<file path="config.mk">
export PLATFORM = sky130hd
export DESIGN_NAME = mode_seq
export DESIGN_NICKNAME = d
export VERILOG_FILES = /design/src/design/mode_seq_pkg.sv /design/src/design/mode_seq.sv
export SDC_FILE = /design/constraint.sdc
export NUM_CORES = 1
export LEC_CHECK = 0
export CAP_MARGIN = 20
export CORE_ASPECT_RATIO = 0.8
export CORE_UTILIZATION = 40
export DETAILED_ROUTE_END_ITERATION = 10
export DONT_BUFFER_PORTS = 1
export PLACE_DENSITY = 0.52
export SLEW_MARGIN = 20
export SYNTH_ARGS = -nofsm -noshare
export SYNTH_HDL_FRONTEND = slang
export SYNTH_SLANG_ARGS = --single-unit
</file>
<file path="constraint.sdc">
create_clock -name clk_i -period 2.85 [get_ports clk_i]
set_input_delay 0.57 -clock clk_i [delete_from_list [all_inputs] [get_ports clk_i]]
set_output_delay 0.57 -clock clk_i [all_outputs]
set_load 0.1 [all_outputs]
</file>
<file path="src/design/mode_seq_pkg.sv">
package mode_seq_pkg;

   // ****************************************
   // register map (byte addresses)
   // ****************************************
   localparam logic [7:0] CTRL_ADDR   = 8'h00;  // control: requests and options
   localparam logic [7:0] STATUS_ADDR = 8'h04;  // live mode and step state
   localparam logic [7:0] IRQ_ADDR    = 8'h08;  // sticky events, write one to clear
   localparam logic [7:0] MASK_ADDR   = 8'h0C;  // event mask
   localparam logic [7:0] SETUP_ADDR  = 8'h10;  // power-up restart type

   // ****************************************
   // control fields
   // ****************************************
   localparam int CTRL_RUN_REQ   = 0;  // pulse: stopped to execution
   localparam int CTRL_HALT_REQ  = 1;  // pulse: execution to stopped
   localparam int CTRL_ERR_CLR   = 2;  // option: clear latched errors
   localparam int CTRL_RST_LO    = 3;  // restart type, two bits
   localparam int CTRL_LOCK_OUT  = 5;  // option: keep outputs locked in run
   localparam int CTRL_OUT_RESET = 6;  // option: reset outputs on halt
   localparam int CTRL_LOAD      = 7;  // level: online program load

   // ****************************************
   // status fields
   // ****************************************
   localparam int ST_RUN     = 0;  // execution mode
   localparam int ST_LOCKED  = 1;  // outputs locked
   localparam int ST_ERR     = 2;  // critical error latched
   localparam int ST_LOADING = 3;  // program replacement in progress
   localparam int ST_RESTART = 4;  // first process is restart process

   // ****************************************
   // event bits
   // ****************************************
   localparam int EV_ENTER_RUN  = 0;
   localparam int EV_ENTER_HALT = 1;
   localparam int EV_CRIT       = 2;
   localparam int EV_RESTART    = 3;
   localparam int EV_W          = 4;

   // restart types
   localparam logic [1:0] RST_NONE = 2'h0;
   localparam logic [1:0] RST_WARM = 2'h1;
   localparam logic [1:0] RST_COLD = 2'h2;

   // reset values
   localparam logic [1:0] SETUP_RESET = 2'h1;  // warm restart after power-up

   typedef enum logic [1:0] {
      RST_KIND_NONE,
      RST_KIND_WARM,
      RST_KIND_COLD
   } restart_kind_type;

   typedef enum {
      S_POWERUP,
      S_HALT,
      S_CHK_PROG,
      S_CLR_PAD,
      S_REMANENT,
      S_SYS_INIT,
      S_CHK_PERIPH,
      S_IN_SCAN,
      S_EXEC,
      S_OUT_SCAN,
      S_LOADING
   } seq_state_type;

endpackage : mode_seq_pkg

</file>
<file path="src/design/mode_seq.sv">
// Overview of operation
// - exactly one mode: execution or stopped
// - run cycle: inputs, program, outputs
// - stopped: no program, no peripheral transfer
// - critical error forces stopped mode
// - requests from host or service inputs
// - run entry: check program, peripherals, start
// - run entry options: clear, restart, lock
// - halt: stop, lock; optional clear, reset
// - error in transition: halt until cleared
// - restart after power-up and program replacement
// - warm keeps remanent, cold clears all
// - restart steps in fixed order
// - plain start: only checks, no initialisation
// - restart process first, else main process
// - online load suspends without locking outputs
// - power-up restart type stored separately
// - power-up restarts to run unless error
// - input scan and output scan copy zones
module mode_seq
   import mode_seq_pkg::*;
(
   input  wire logic        clk_i,             // system clock, 40 MHz
   input  wire logic        rst_i,             // synchronous reset, active high
   // wishbone slave
   input  wire logic        cyc_i,
   input  wire logic        stb_i,
   input  wire logic        we_i,
   input  wire logic [7:0]  adr_i,
   input  wire logic [3:0]  sel_i,
   input  wire logic [31:0] dat_i,
   output logic      [31:0] dat_o,
   output logic             ack_o,
   // service inputs, asynchronous pins
   input  wire logic        svc_run_i,         // request execution mode
   input  wire logic        svc_halt_i,        // request stopped mode
   // activation and error sources
   input  wire logic        activation_done_i, // power-on activation finished
   input  wire logic        crit_err_i,        // critical error, level
   input  wire logic        prog_ok_i,         // program integrity good
   input  wire logic        periph_ok_i,       // peripherals match program
   input  wire logic        prog_done_i,       // one pass of the program ended
   // scratchpad and output zone data
   input  wire logic [15:0] in_units_i,        // input unit values
   input  wire logic [15:0] out_zone_i,        // output zone from scratchpad
   output logic      [15:0] in_zone_o,         // input zone written to scratchpad
   output logic      [15:0] out_units_o,       // output unit values
   output logic             out_locked_o,      // outputs disconnected
   output logic             prog_run_o,        // user program may execute
   output logic             first_restart_o,   // first process is restart process
   output logic             clr_pad_o,         // pulse: clear scratchpad
   output logic             clr_rem_o,         // pulse: clear remanent zone
   output logic             restore_rem_o,     // pulse: restore backed-up registers
   output logic             sys_init_o,        // pulse: init system registers
   output logic             run_mode_o,        // execution mode
   output logic             irq_o              // level interrupt
);

   // ****************************************
   // registers and state
   // ****************************************
   seq_state_type    state_r;        // sequencer state
   logic [7:0]       ctrl_r;         // stored options
   logic [1:0]       setup_r;        // power-up restart type
   logic [1:0]       rst_kind_r;     // restart chosen for this entry
   logic             err_r;          // latched critical error
   logic             lock_opt_r;     // lock outputs during run
   logic [EV_W-1:0]  irq_stat_r;     // sticky events
   logic [EV_W-1:0]  irq_mask_r;     // event mask
   logic             svc_run_m_r;    // synchroniser stage 1
   logic             svc_run_s_r;    // synchroniser stage 2
   logic             svc_run_d_r;    // edge history
   logic             svc_halt_m_r;
   logic             svc_halt_s_r;
   logic             svc_halt_d_r;
   logic             act_seen_r;     // activation already handled
   logic [EV_W-1:0]  ev;             // this cycle's events
   logic             wr_hit;
   logic             run_req;
   logic             halt_req;
   logic             crit;

   assign wr_hit = cyc_i && stb_i && we_i && !ack_o && sel_i[0];

   // ****************************************
   // bus slave: one wait, ack then drop
   // ****************************************
   always_ff @(posedge clk_i) begin
      if (rst_i) begin
         ack_o <= 1'b0;
      end else begin
         ack_o <= cyc_i && stb_i && !ack_o;
      end
   end

   // read mux, registered; unmapped reads as zero
   always_ff @(posedge clk_i) begin
      if (rst_i) begin
         dat_o <= 32'h0000_0000;
      end else if (cyc_i && stb_i && !we_i && !ack_o) begin
         unique case (adr_i)
            CTRL_ADDR:   dat_o <= {24'h000000, ctrl_r};
            STATUS_ADDR: dat_o <= {27'h0000000, first_restart_o, state_r == S_LOADING,
                                   err_r, out_locked_o, run_mode_o};
            IRQ_ADDR:    dat_o <= {28'h0000000, irq_stat_r};
            MASK_ADDR:   dat_o <= {28'h0000000, irq_mask_r};
            SETUP_ADDR:  dat_o <= {30'h00000000, setup_r};
            default:     dat_o <= 32'h0000_0000;
         endcase
      end
   end

   // control options; request bits are not stored, they act as pulses
   always_ff @(posedge clk_i) begin
      if (rst_i) begin
         ctrl_r <= 8'h00;
      end else if (wr_hit && adr_i == CTRL_ADDR) begin
         ctrl_r <= dat_i[7:0] & 8'hFC;
      end
   end

   // power-up restart type, kept apart from host start type
   always_ff @(posedge clk_i) begin
      if (rst_i) begin
         setup_r <= SETUP_RESET;
      end else if (wr_hit && adr_i == SETUP_ADDR) begin
         setup_r <= dat_i[1:0];
      end
   end

   // ****************************************
   // service input synchronisers
   // ****************************************
   always_ff @(posedge clk_i) begin
      if (rst_i) begin
         svc_run_m_r  <= 1'b0;
         svc_run_s_r  <= 1'b0;
         svc_run_d_r  <= 1'b0;
         svc_halt_m_r <= 1'b0;
         svc_halt_s_r <= 1'b0;
         svc_halt_d_r <= 1'b0;
      end else begin
         svc_run_m_r  <= svc_run_i;
         svc_run_s_r  <= svc_run_m_r;
         svc_run_d_r  <= svc_run_s_r;
         svc_halt_m_r <= svc_halt_i;
         svc_halt_s_r <= svc_halt_m_r;
         svc_halt_d_r <= svc_halt_s_r;
      end
   end

   // either source may ask; host write or service edge
   assign run_req  = (wr_hit && adr_i == CTRL_ADDR && dat_i[CTRL_RUN_REQ])
                   || (svc_run_s_r && !svc_run_d_r);
   assign halt_req = (wr_hit && adr_i == CTRL_ADDR && dat_i[CTRL_HALT_REQ])
                   || (svc_halt_s_r && !svc_halt_d_r);
   assign crit     = crit_err_i;

   // ****************************************
   // error latch
   // ****************************************
   // set wins over clear so a fresh error is never lost
   always_ff @(posedge clk_i) begin
      if (rst_i) begin
         err_r <= 1'b0;
      end else if (crit) begin
         err_r <= 1'b1;
      end else if (state_r == S_HALT && run_req && ctrl_r[CTRL_ERR_CLR]) begin
         err_r <= 1'b0;
      end else if (run_mode_o && halt_req && ctrl_r[CTRL_ERR_CLR]) begin
         err_r <= 1'b0;
      end
   end

   // ****************************************
   // mode sequencer
   // ****************************************
   always_ff @(posedge clk_i) begin
      if (rst_i) begin
         state_r    <= S_POWERUP;
         rst_kind_r <= RST_NONE;
         lock_opt_r <= 1'b0;
         act_seen_r <= 1'b0;
      end else if (crit && state_r != S_HALT) begin
         state_r <= S_HALT;
      end else begin
         unique case (state_r)
            S_POWERUP: begin
               if (activation_done_i && !act_seen_r) begin
                  act_seen_r <= 1'b1;
                  rst_kind_r <= (setup_r == RST_NONE) ? RST_WARM : setup_r;
                  lock_opt_r <= 1'b0;
                  state_r    <= err_r ? S_HALT : S_CHK_PROG;
               end
            end
            S_HALT: begin
               // a latched error blocks leaving stopped mode unless CTRL_ERR_CLR is set
               if (run_req && (!err_r || ctrl_r[CTRL_ERR_CLR])) begin
                  rst_kind_r <= ctrl_r[CTRL_RST_LO +: 2];
                  lock_opt_r <= ctrl_r[CTRL_LOCK_OUT];
                  state_r    <= S_CHK_PROG;
               end
            end
            S_CHK_PROG: begin
               // integrity first in every entry path
               if (!prog_ok_i) begin
                  state_r <= S_HALT;
               end else if (rst_kind_r == RST_NONE) begin
                  state_r <= S_CHK_PERIPH;
               end else begin
                  state_r <= S_CLR_PAD;
               end
            end
            S_CLR_PAD:  state_r <= S_REMANENT;
            S_REMANENT: state_r <= S_SYS_INIT;
            S_SYS_INIT: state_r <= S_CHK_PERIPH;
            S_CHK_PERIPH: begin
               state_r <= periph_ok_i ? S_IN_SCAN : S_HALT;
            end
            S_IN_SCAN: begin
               state_r <= halt_req ? S_HALT : S_EXEC;
            end
            S_EXEC: begin
               if (halt_req) begin
                  state_r <= S_HALT;
               end else if (ctrl_r[CTRL_LOAD]) begin
                  state_r <= S_LOADING;
               end else if (prog_done_i) begin
                  state_r <= S_OUT_SCAN;
               end
            end
            S_OUT_SCAN: begin
               state_r <= halt_req ? S_HALT : S_IN_SCAN;
            end
            S_LOADING: begin
               // new program in place: restart with host-chosen type, warm if none is chosen
               if (!ctrl_r[CTRL_LOAD]) begin
                  rst_kind_r <= (ctrl_r[CTRL_RST_LO +: 2] == RST_NONE) ? RST_WARM
                                : ctrl_r[CTRL_RST_LO +: 2];
                  state_r    <= S_CHK_PROG;
               end
            end
         endcase
      end
   end

   // ****************************************
   // decoded outputs
   // ****************************************
   // execution mode covers the whole cycle and a load pause
   assign run_mode_o = (state_r == S_IN_SCAN) || (state_r == S_EXEC)
                    || (state_r == S_OUT_SCAN) || (state_r == S_LOADING);
   assign prog_run_o = (state_r == S_EXEC);

   // loading pause leaves outputs connected; stopped locks them
   // a load pause never locks, even when the run was entered with the lock option
   assign out_locked_o = !run_mode_o || (lock_opt_r && state_r != S_LOADING);
   assign first_restart_o = (rst_kind_r != RST_NONE);

   // one-cycle step strobes
   always_ff @(posedge clk_i) begin
      if (rst_i) begin
         clr_pad_o     <= 1'b0;
         clr_rem_o     <= 1'b0;
         restore_rem_o <= 1'b0;
         sys_init_o    <= 1'b0;
      end else begin
         clr_pad_o     <= (state_r == S_CLR_PAD);
         clr_rem_o     <= (state_r == S_REMANENT) && (rst_kind_r == RST_COLD);
         restore_rem_o <= (state_r == S_REMANENT) && (rst_kind_r == RST_WARM);
         sys_init_o    <= (state_r == S_SYS_INIT);
      end
   end

   // ****************************************
   // input and output scans
   // ****************************************
   always_ff @(posedge clk_i) begin
      if (rst_i) begin
         in_zone_o <= 16'h0000;
      end else if (state_r == S_IN_SCAN) begin
         in_zone_o <= in_units_i;
      end
   end

   // locked outputs hold disconnected value; optional reset on halt
   always_ff @(posedge clk_i) begin
      if (rst_i) begin
         out_units_o <= 16'h0000;
      end else if (run_mode_o && halt_req && ctrl_r[CTRL_OUT_RESET]) begin
         out_units_o <= 16'h0000;
      end else if (state_r == S_OUT_SCAN && !out_locked_o) begin
         out_units_o <= out_zone_i;
      end
   end

   // ****************************************
   // interrupts
   // ****************************************
   assign ev[EV_ENTER_RUN]  = (state_r == S_CHK_PERIPH) && periph_ok_i && !crit;
   assign ev[EV_ENTER_HALT] = run_mode_o && (halt_req || crit);
   assign ev[EV_CRIT]       = crit && !err_r;
   assign ev[EV_RESTART]    = (state_r == S_SYS_INIT);

   // set wins over a write-one clear in the same cycle
   always_ff @(posedge clk_i) begin
      if (rst_i) begin
         irq_stat_r <= '0;
      end else if (wr_hit && adr_i == IRQ_ADDR) begin
         irq_stat_r <= (irq_stat_r & ~dat_i[EV_W-1:0]) | ev;
      end else begin
         irq_stat_r <= irq_stat_r | ev;
      end
   end

   always_ff @(posedge clk_i) begin
      if (rst_i) begin
         irq_mask_r <= '0;
      end else if (wr_hit && adr_i == MASK_ADDR) begin
         irq_mask_r <= dat_i[EV_W-1:0];
      end
   end

   assign irq_o = |(irq_stat_r & irq_mask_r);

endmodule : mode_seq

</file>
==> results of run 1 <==
==> logic make-up after synthesis <==
group           count (synthesis)
compound gates                 95
buf+inv                        57
flops                          76
mux                            16
other cells                     1
simple gates                  192
==> cell type report <==
type | count | share of cell area
inverters | 6 | 0.00577
flip-flops and latches | 76 | 0.389
repair buffers | 16 | 0.0307
well taps | 112 | 0.0359
multi-input cells | 327 | 0.477
clock buffers | 9 | 0.0317
clock inverters | 6 | 0.0291
==> flip-flops by register name (all words and copies together), names as in the netlist, 2 cells and up <==
| register | cells |
|---|---|
| ctrl_r | 6 |
| rst_kind_r | 2 |
| dat_o | 8 |
| out_units_o | 16 |
| setup_r | 2 |
| in_zone_o | 16 |
| state_r | 4 |
| irq_mask_r | 4 |
| irq_stat_r | 4 |
==> routing by layer <==
metal	vias to the layer above	part of all wire	track usage
met4	0	0.011	0.0660
met2	134	0.44	0.283
met5	-	0	0
met3	8	0.094	0.0703
met1	1426	0.45	0.270
li1	1461	-	-
==> metrics by stage <==
stage	instances	power [uW]	setup WS, ns	hold slack (ns)
3_5_place_dp	537	1540	0.411	0.423
2_1_floorplan	460	1530	0.314	0.414
3_3_place_gp	537	1540	0.437	0.420
4_1_cts	552	2530	0.433	0.263
6_report	552	2510	0.433	0.288
5_1_grt	552	2610	0.339	0.267
==> worst min-delay path by stage <==
stage               depth (start not counted)  slack [ns]             to
finish                                      1        0.29  irq_stat_r[3]
global route                                1        0.27  irq_stat_r[1]
CTS                                         1        0.26  irq_stat_r[1]
detailed placement                          1        0.42   svc_halt_s_r
global placement                            1        0.42   svc_halt_s_r
floorplan                                   1        0.41   svc_halt_s_r
==> cell usage in the layout, fill, tap and decap left out, types with 4 or more instances in the layout <==
cell      synthesis  layout
a22oi_1           5       5
mux2i_1          12      12
clkbuf_8          0       9
nand2_1          91      91
dfxtp_1          76      76
nor3_1            8       6
mux2_2            4       4
nand3_1           6       6
a21oi_1          44      44
nor2_1           35      35
buf_4            25      16
o21ai_0          12      11
nand2b_1          6       6
nor2b_1          11      11
or2_2             4       4
conb_1            1      24
inv_1             6       6
or3_1             4       4
==> power groups by stage <==
stage          Sequential (uW)  Clock, uW  Combinational (uW)
2_1_floorplan             1140          0                 388
3_3_place_gp              1150          0                 396
3_5_place_dp              1150          0                 397
4_1_cts                   1120       1010                 398
5_1_grt                   1130       1060                 427
6_report                  1120        984                 401
==> results.py, run 1 <==
metrics = {
    "run_status": {
        "status": "finished clean",
    },
    "placed_design": {
        "hpwlAfterDp_mm": 6.61,
        "gp_congestion": 0.873,
        "place_area_mm2": 0.00367,
        "port_buffers": 0,
    },
    "synthesis": {
        "yosysMostFrequentCell": "nand2_1",
        "synth_mux_area_frac": 0.0458,
        "syn_inst": 437,
        "synth_seq_cells": 76,
        "synth_top_family_by_area": "simple AND/OR/NAND/NOR gates",
        "synth-warning-count": 0,
        "synth_adder_area_share": 0,
        "synth_edf_count": 0,
        "synth-compound-area-share": 0.177,
        "async_reset_ff_frac": 0,
        "synth_top_area_frac": 0.422,
        "synth.avg_cell_area_um2": 8.25,
        "synth-xor-area-share": 0,
        "ys_types": 62,
        "yosysTopAreaCell": "dfxtp_1",
        "ys.flop_type": "dfxtp_1",
        "ys_seq_area_frac": 0.422,
        "synthSimpleGateAreaFrac": 0.264,
        "synthTopCellsByCount": "nand2_1, dfxtp_1, a21oi_1",
        "ys_top_cells_by_area": "dfxtp_1, nand2_1, a21oi_1, buf_4, nor2_1",
        "synth_area_mm2": 0.00360,
    },
    "cts": {
        "cts_tree": "done",
        "clkTransAtPathRegs_ns": 0.08,
        "cts_setup_buffers": 0,
        "cts.hold.buffers_added": 0,
        "cts_resized": 0,
        "clk_path_buf_depth": 2,
        "htreeDepth": 3,
        "cts.sinks": 76,
        "cts-root-buf": "clkbuf_8",
        "cts-buffers-inserted": 9,
        "clkLatencyLatePin_ns": 0.36,
    },
    "global_routing": {
        "antenna_found_initial": 0,
        "overflow": 0,
        "grt_pass1_wl_mm": 13.9,
        "track_usage": 0.196,
        "grt_pass1_vias": 2685,
        "grt_start_max_net_pins": 56,
    },
    "setup_path": {
        "required_ns": 2.28,
        "r2r-end": "rst_kind_r[0]",
        "max_stage_delay_ns": 0.55,
        "crit_path_start_kind": "flip-flop",
        "crit_type": "flip-flop to primary output",
        "slowest_stage": "dfxtp_1",
        "arrival_ns": 1.85,
        "setup.worst_path.start": "state_r[3]",
        "r2r_setup_slack_ns": 0.57,
        "crit_path_frequent_cell": "buf_4",
        "reg2regPathDepth": 5,
        "worst-path-buf-inv": 2,
        "cp-endpoint": "out_locked_o",
        "crit_fanout": 12,
        "r2r_start": "state_r[3]",
        "cp_top_family": "flip-flops",
        "crit_cells": 4,
        "cp_cell_sequence": "buf_4 -> nand4b_1 -> o22a_1 -> buf_4",
        "end_kind": "primary output",
    },
    "routing": {
        "totalWireLength_mm": 9.17,
        "drtAntennaViolNets": 0,
        "drt-wirelength-per-cell_um": 16.6,
        "drt-vias-per-instance": 5.49,
        "vias": 3029,
        "drc": 0,
        "firstDrtPassIters": 6,
        "drtIter0Drc": 276,
    },
    "cells_and_area": {
        "design_area_mm2": 0.00391,
        "nNetsFinal": 524,
        "regArea_mm2": 0.00152,
        "nFillCells": 858,
        "utilization": 0.454,
        "multiInputGateArea_mm2": 0.00186,
        "layout-drive-gt1-share": 0.130,
        "antenna_cells": 0,
        "area_delta_synth_final_pct": 8.37,
    },
    "floorplan": {
        "rows": 30,
        "initial_core_util": 0.419,
        "coreArea_mm2": 0.00860,
        "die_area_mm2": 0.00940,
        "die_width_um": 108,
        "ios": 162,
        "die_height_um": 86.9,
    },
    "sta": {
        "rsz0062_at_grt": "false",
        "hold_viol": 0,
        "finalSetupViolCount": 0,
        "post-route-min-period_ns": 2.42,
        "worst_slew_pin_slew_ns": 0.986,
        "fin_tns_setup_ns": 0,
        "worst_clock_skew_ns": 0.00981,
        "finalMaxSlewViolations": 0,
        "slew_headroom": 0.342,
        "max_freq_mhz": 414,
        "min_period_over_period": 0.848,
    },
    "power": {
        "power.density_mw_per_mm2": 642,
        "power.internal_uw": 1760,
        "p_sw_uw": 745,
        "leakagePower_uw": 0.00138,
        "p_comb_frac": 0.160,
        "peakVddDrop_mv": 0.432,
        "p_sw_frac": 0.297,
        "power.share.clock": 0.393,
        "power_frac_seq": 0.447,
    },
    "hold_path": {
        "hold_class": "input pin to flip-flop",
        "holdCritStartpoint": "rst_i",
    },
    "job": {
        "cap_violations": 0,
    },
}
No activity file was read; power rests on OpenSTA's default activity.
==> inputs of run 2 (changes only) <==
--- a/config.mk
+++ b/config.mk
@@ -10,7 +10,7 @@
 export CORE_UTILIZATION = 40
 export DETAILED_ROUTE_END_ITERATION = 10
 export DONT_BUFFER_PORTS = 1
-export PLACE_DENSITY = 0.52
+export PLACE_DENSITY = 0.54
 export SLEW_MARGIN = 20
 export SYNTH_ARGS = -nofsm -noshare
 export SYNTH_HDL_FRONTEND = slang
==> constraint.sdc (replaced) <==
create_clock -name clk_i -period 2.2 [get_ports clk_i]
set_input_delay 0.44 -clock clk_i [delete_from_list [all_inputs] [get_ports clk_i]]
set_output_delay 0.44 -clock clk_i [all_outputs]
set_load 0.1 [all_outputs]
==> run 2 against run 1 <==
Net effect: critical path depth did not move; final cell count rose by 9.8%; clock skew decreased by 0.0038 ns; non-clock buffer count is 53 higher; critical path type unchanged; critical endpoint is now run_mode_o; largest cell class unchanged.
==> results.py, run 2 (synthesized netlist as in run 1, its figures left out) <==
metrics = {
    "global_routing": {
        "grt_pass1_vias": 2909,
        "grt_pass1_wl_mm": 14.2,
        "antenna_found_initial": 0,
        "overflow": 0,
        "grt_start_max_net_pins": 56,
        "track_usage": 0.197,
    },
    "cts": {
        "cts.sinks": 76,
        "htreeDepth": 3,
        "clkTransAtPathRegs_ns": 0.08,
        "cts-root-buf": "clkbuf_8",
        "clk_path_buf_depth": 2,
        "cts_resized": 0,
        "clkLatencyLatePin_ns": 0.34,
        "cts-buffers-inserted": 9,
        "cts_tree": "done",
        "cts_setup_buffers": 0,
        "cts.hold.buffers_added": 0,
    },
    "sta": {
        "worst_clock_skew_ns": 0.00602,
        "finalSetupViolCount": 0,
        "slew_headroom": 0.622,
        "min_period_over_period": 0.946,
        "finalHoldWorstSlack_ns": 0.180,
        "hold_viol": 0,
        "worst_slew_pin_slew_ns": 0.567,
        "max_freq_mhz": 481,
        "rsz0062_at_grt": "false",
        "fin_tns_setup_ns": 0,
        "finalMaxSlewViolations": 0,
        "post-route-min-period_ns": 2.08,
    },
    "hold_path": {
        "hold_class": "input pin to flip-flop",
    },
    "routing": {
        "drc": 0,
        "drtIter0Drc": 275,
        "drt-wirelength-per-cell_um": 15.0,
        "firstDrtPassIters": 5,
        "totalWireLength_mm": 9.07,
        "drtAntennaViolNets": 0,
        "drt-vias-per-instance": 5.22,
        "vias": 3163,
    },
    "placed_design": {
        "gp_congestion": 0.871,
        "dp.cells": 590,
        "hpwlAfterDp_mm": 6.63,
        "place_area_mm2": 0.00408,
        "port_buffers": 0,
    },
    "setup_path": {
        "arrival_ns": 1.64,
        "crit_path_start_kind": "flip-flop",
        "cp_cell_sequence": "buf_4 -> and2_1 -> o21ai_2 -> buf_6",
        "slowest_stage": "dfxtp_1",
        "max_stage_delay_ns": 0.32,
        "crit_fanout": 18,
        "crit_type": "flip-flop to primary output",
        "end_kind": "primary output",
        "required_ns": 1.76,
    },
    "cells_and_area": {
        "area_delta_synth_final_pct": 19.1,
        "design_area_mm2": 0.00429,
        "final_common_cell": "nand2_1",
        "mostFrequentLayoutCells": "nand2_1, dfxtp_1, buf_4",
        "top_regs": "in_zone_o: 16 flops, out_units_o: 16 flops, dat_o: 8 flops",
        "nNetsFinal": 577,
        "antenna_cells": 0,
        "layout-drive-gt1-share": 0.225,
        "instances_no_fill": 606,
    },
    "power": {
        "leakagePower_uw": 0.00165,
        "p_comb_frac": 0.188,
        "p_sw_frac": 0.314,
        "power.share.clock": 0.342,
        "power_frac_seq": 0.470,
        "peakVddDrop_mv": 0.422,
        "totalPowerFinal_uw": 3040,
        "power.internal_uw": 2090,
        "p_sw_uw": 955,
        "power.density_mw_per_mm2": 709,
    },
    "floorplan": {
        "ios": 162,
        "initial_core_util": 0.419,
        "die_height_um": 86.9,
        "die_width_um": 108,
        "coreArea_mm2": 0.00860,
        "die_area_mm2": 0.00940,
        "rows": 30,
    },
    "run_status": {
        "status": "finished clean",
    },
    "job": {
        "cap_violations": 0,
    },
}
-- run 2: changes by cell type in the layout (fill, tap and decap cells not counted), sizes merged --
cell	change
buf	+53
bufinv	-2
clkbuf	+2
clkinv	+1
-- run 2: cell type report --
type / instances / area [um2]
Clock buffer: 11 / 131
Clock inverter: 5 / 62.6
Fill cell: 849 / 4300
Inverter: 6 / 22.5
Multi-Input combinational cell: 327 / 1870
Sequential cell: 76 / 1520
Tap cell: 112 / 140
Timing Repair Buffer: 69 / 549
-- run 2: critical path, delay by kind of cell (launching register included) --
| kind | cells | cell delay [ns] |
|---|---|---|
| compound gates | 1 | 0.29 |
| flops | 1 | 0.32 |
| buf+inv | 2 | 0.48 |
| simple gates | 1 | 0.21 |
-- run 2: power by group through the flow --
stage / clock network (uW) / registers (uW) / logic, uW
global route: 1130 / 1430 / 605
global placement: 0 / 1460 / 559
floorplan: 0 / 1480 / 504
CTS: 1080 / 1430 / 565
finish: 1040 / 1430 / 572
detailed placement: 0 / 1460 / 562
-- run 2: final timing paths --
kind / from / end / slack, ns / cells after the start
min reg2reg: svc_halt_m_r / svc_halt_s_r / 0.44 / 1
max: state_r[0] / run_mode_o / 0.12 / 4
min: rst_i / clr_pad_o / 0.18 / 1
max reg2reg: state_r[3] / rst_kind_r[1] / 0.17 / 5
-- run 2: per-layer routing --
layer  GRT usage  share of wire
met2       0.297           0.45
met5           0              0
met3      0.0636          0.080
met4      0.0623         0.0094
met1       0.267           0.46
-- run 2: metrics by stage --
| stage | util | setup WS [ns] |
|---|---|---|
| 2_1_floorplan | - | -0.144 |
| 6_report | 0.500 | 0.119 |
| 3_5_place_dp | 0.475 | -0.0830 |
| 5_1_grt | 0.500 | 0.00850 |
| 3_3_place_gp | 0.475 | -0.0494 |
| 4_1_cts | 0.497 | 0.0332 |
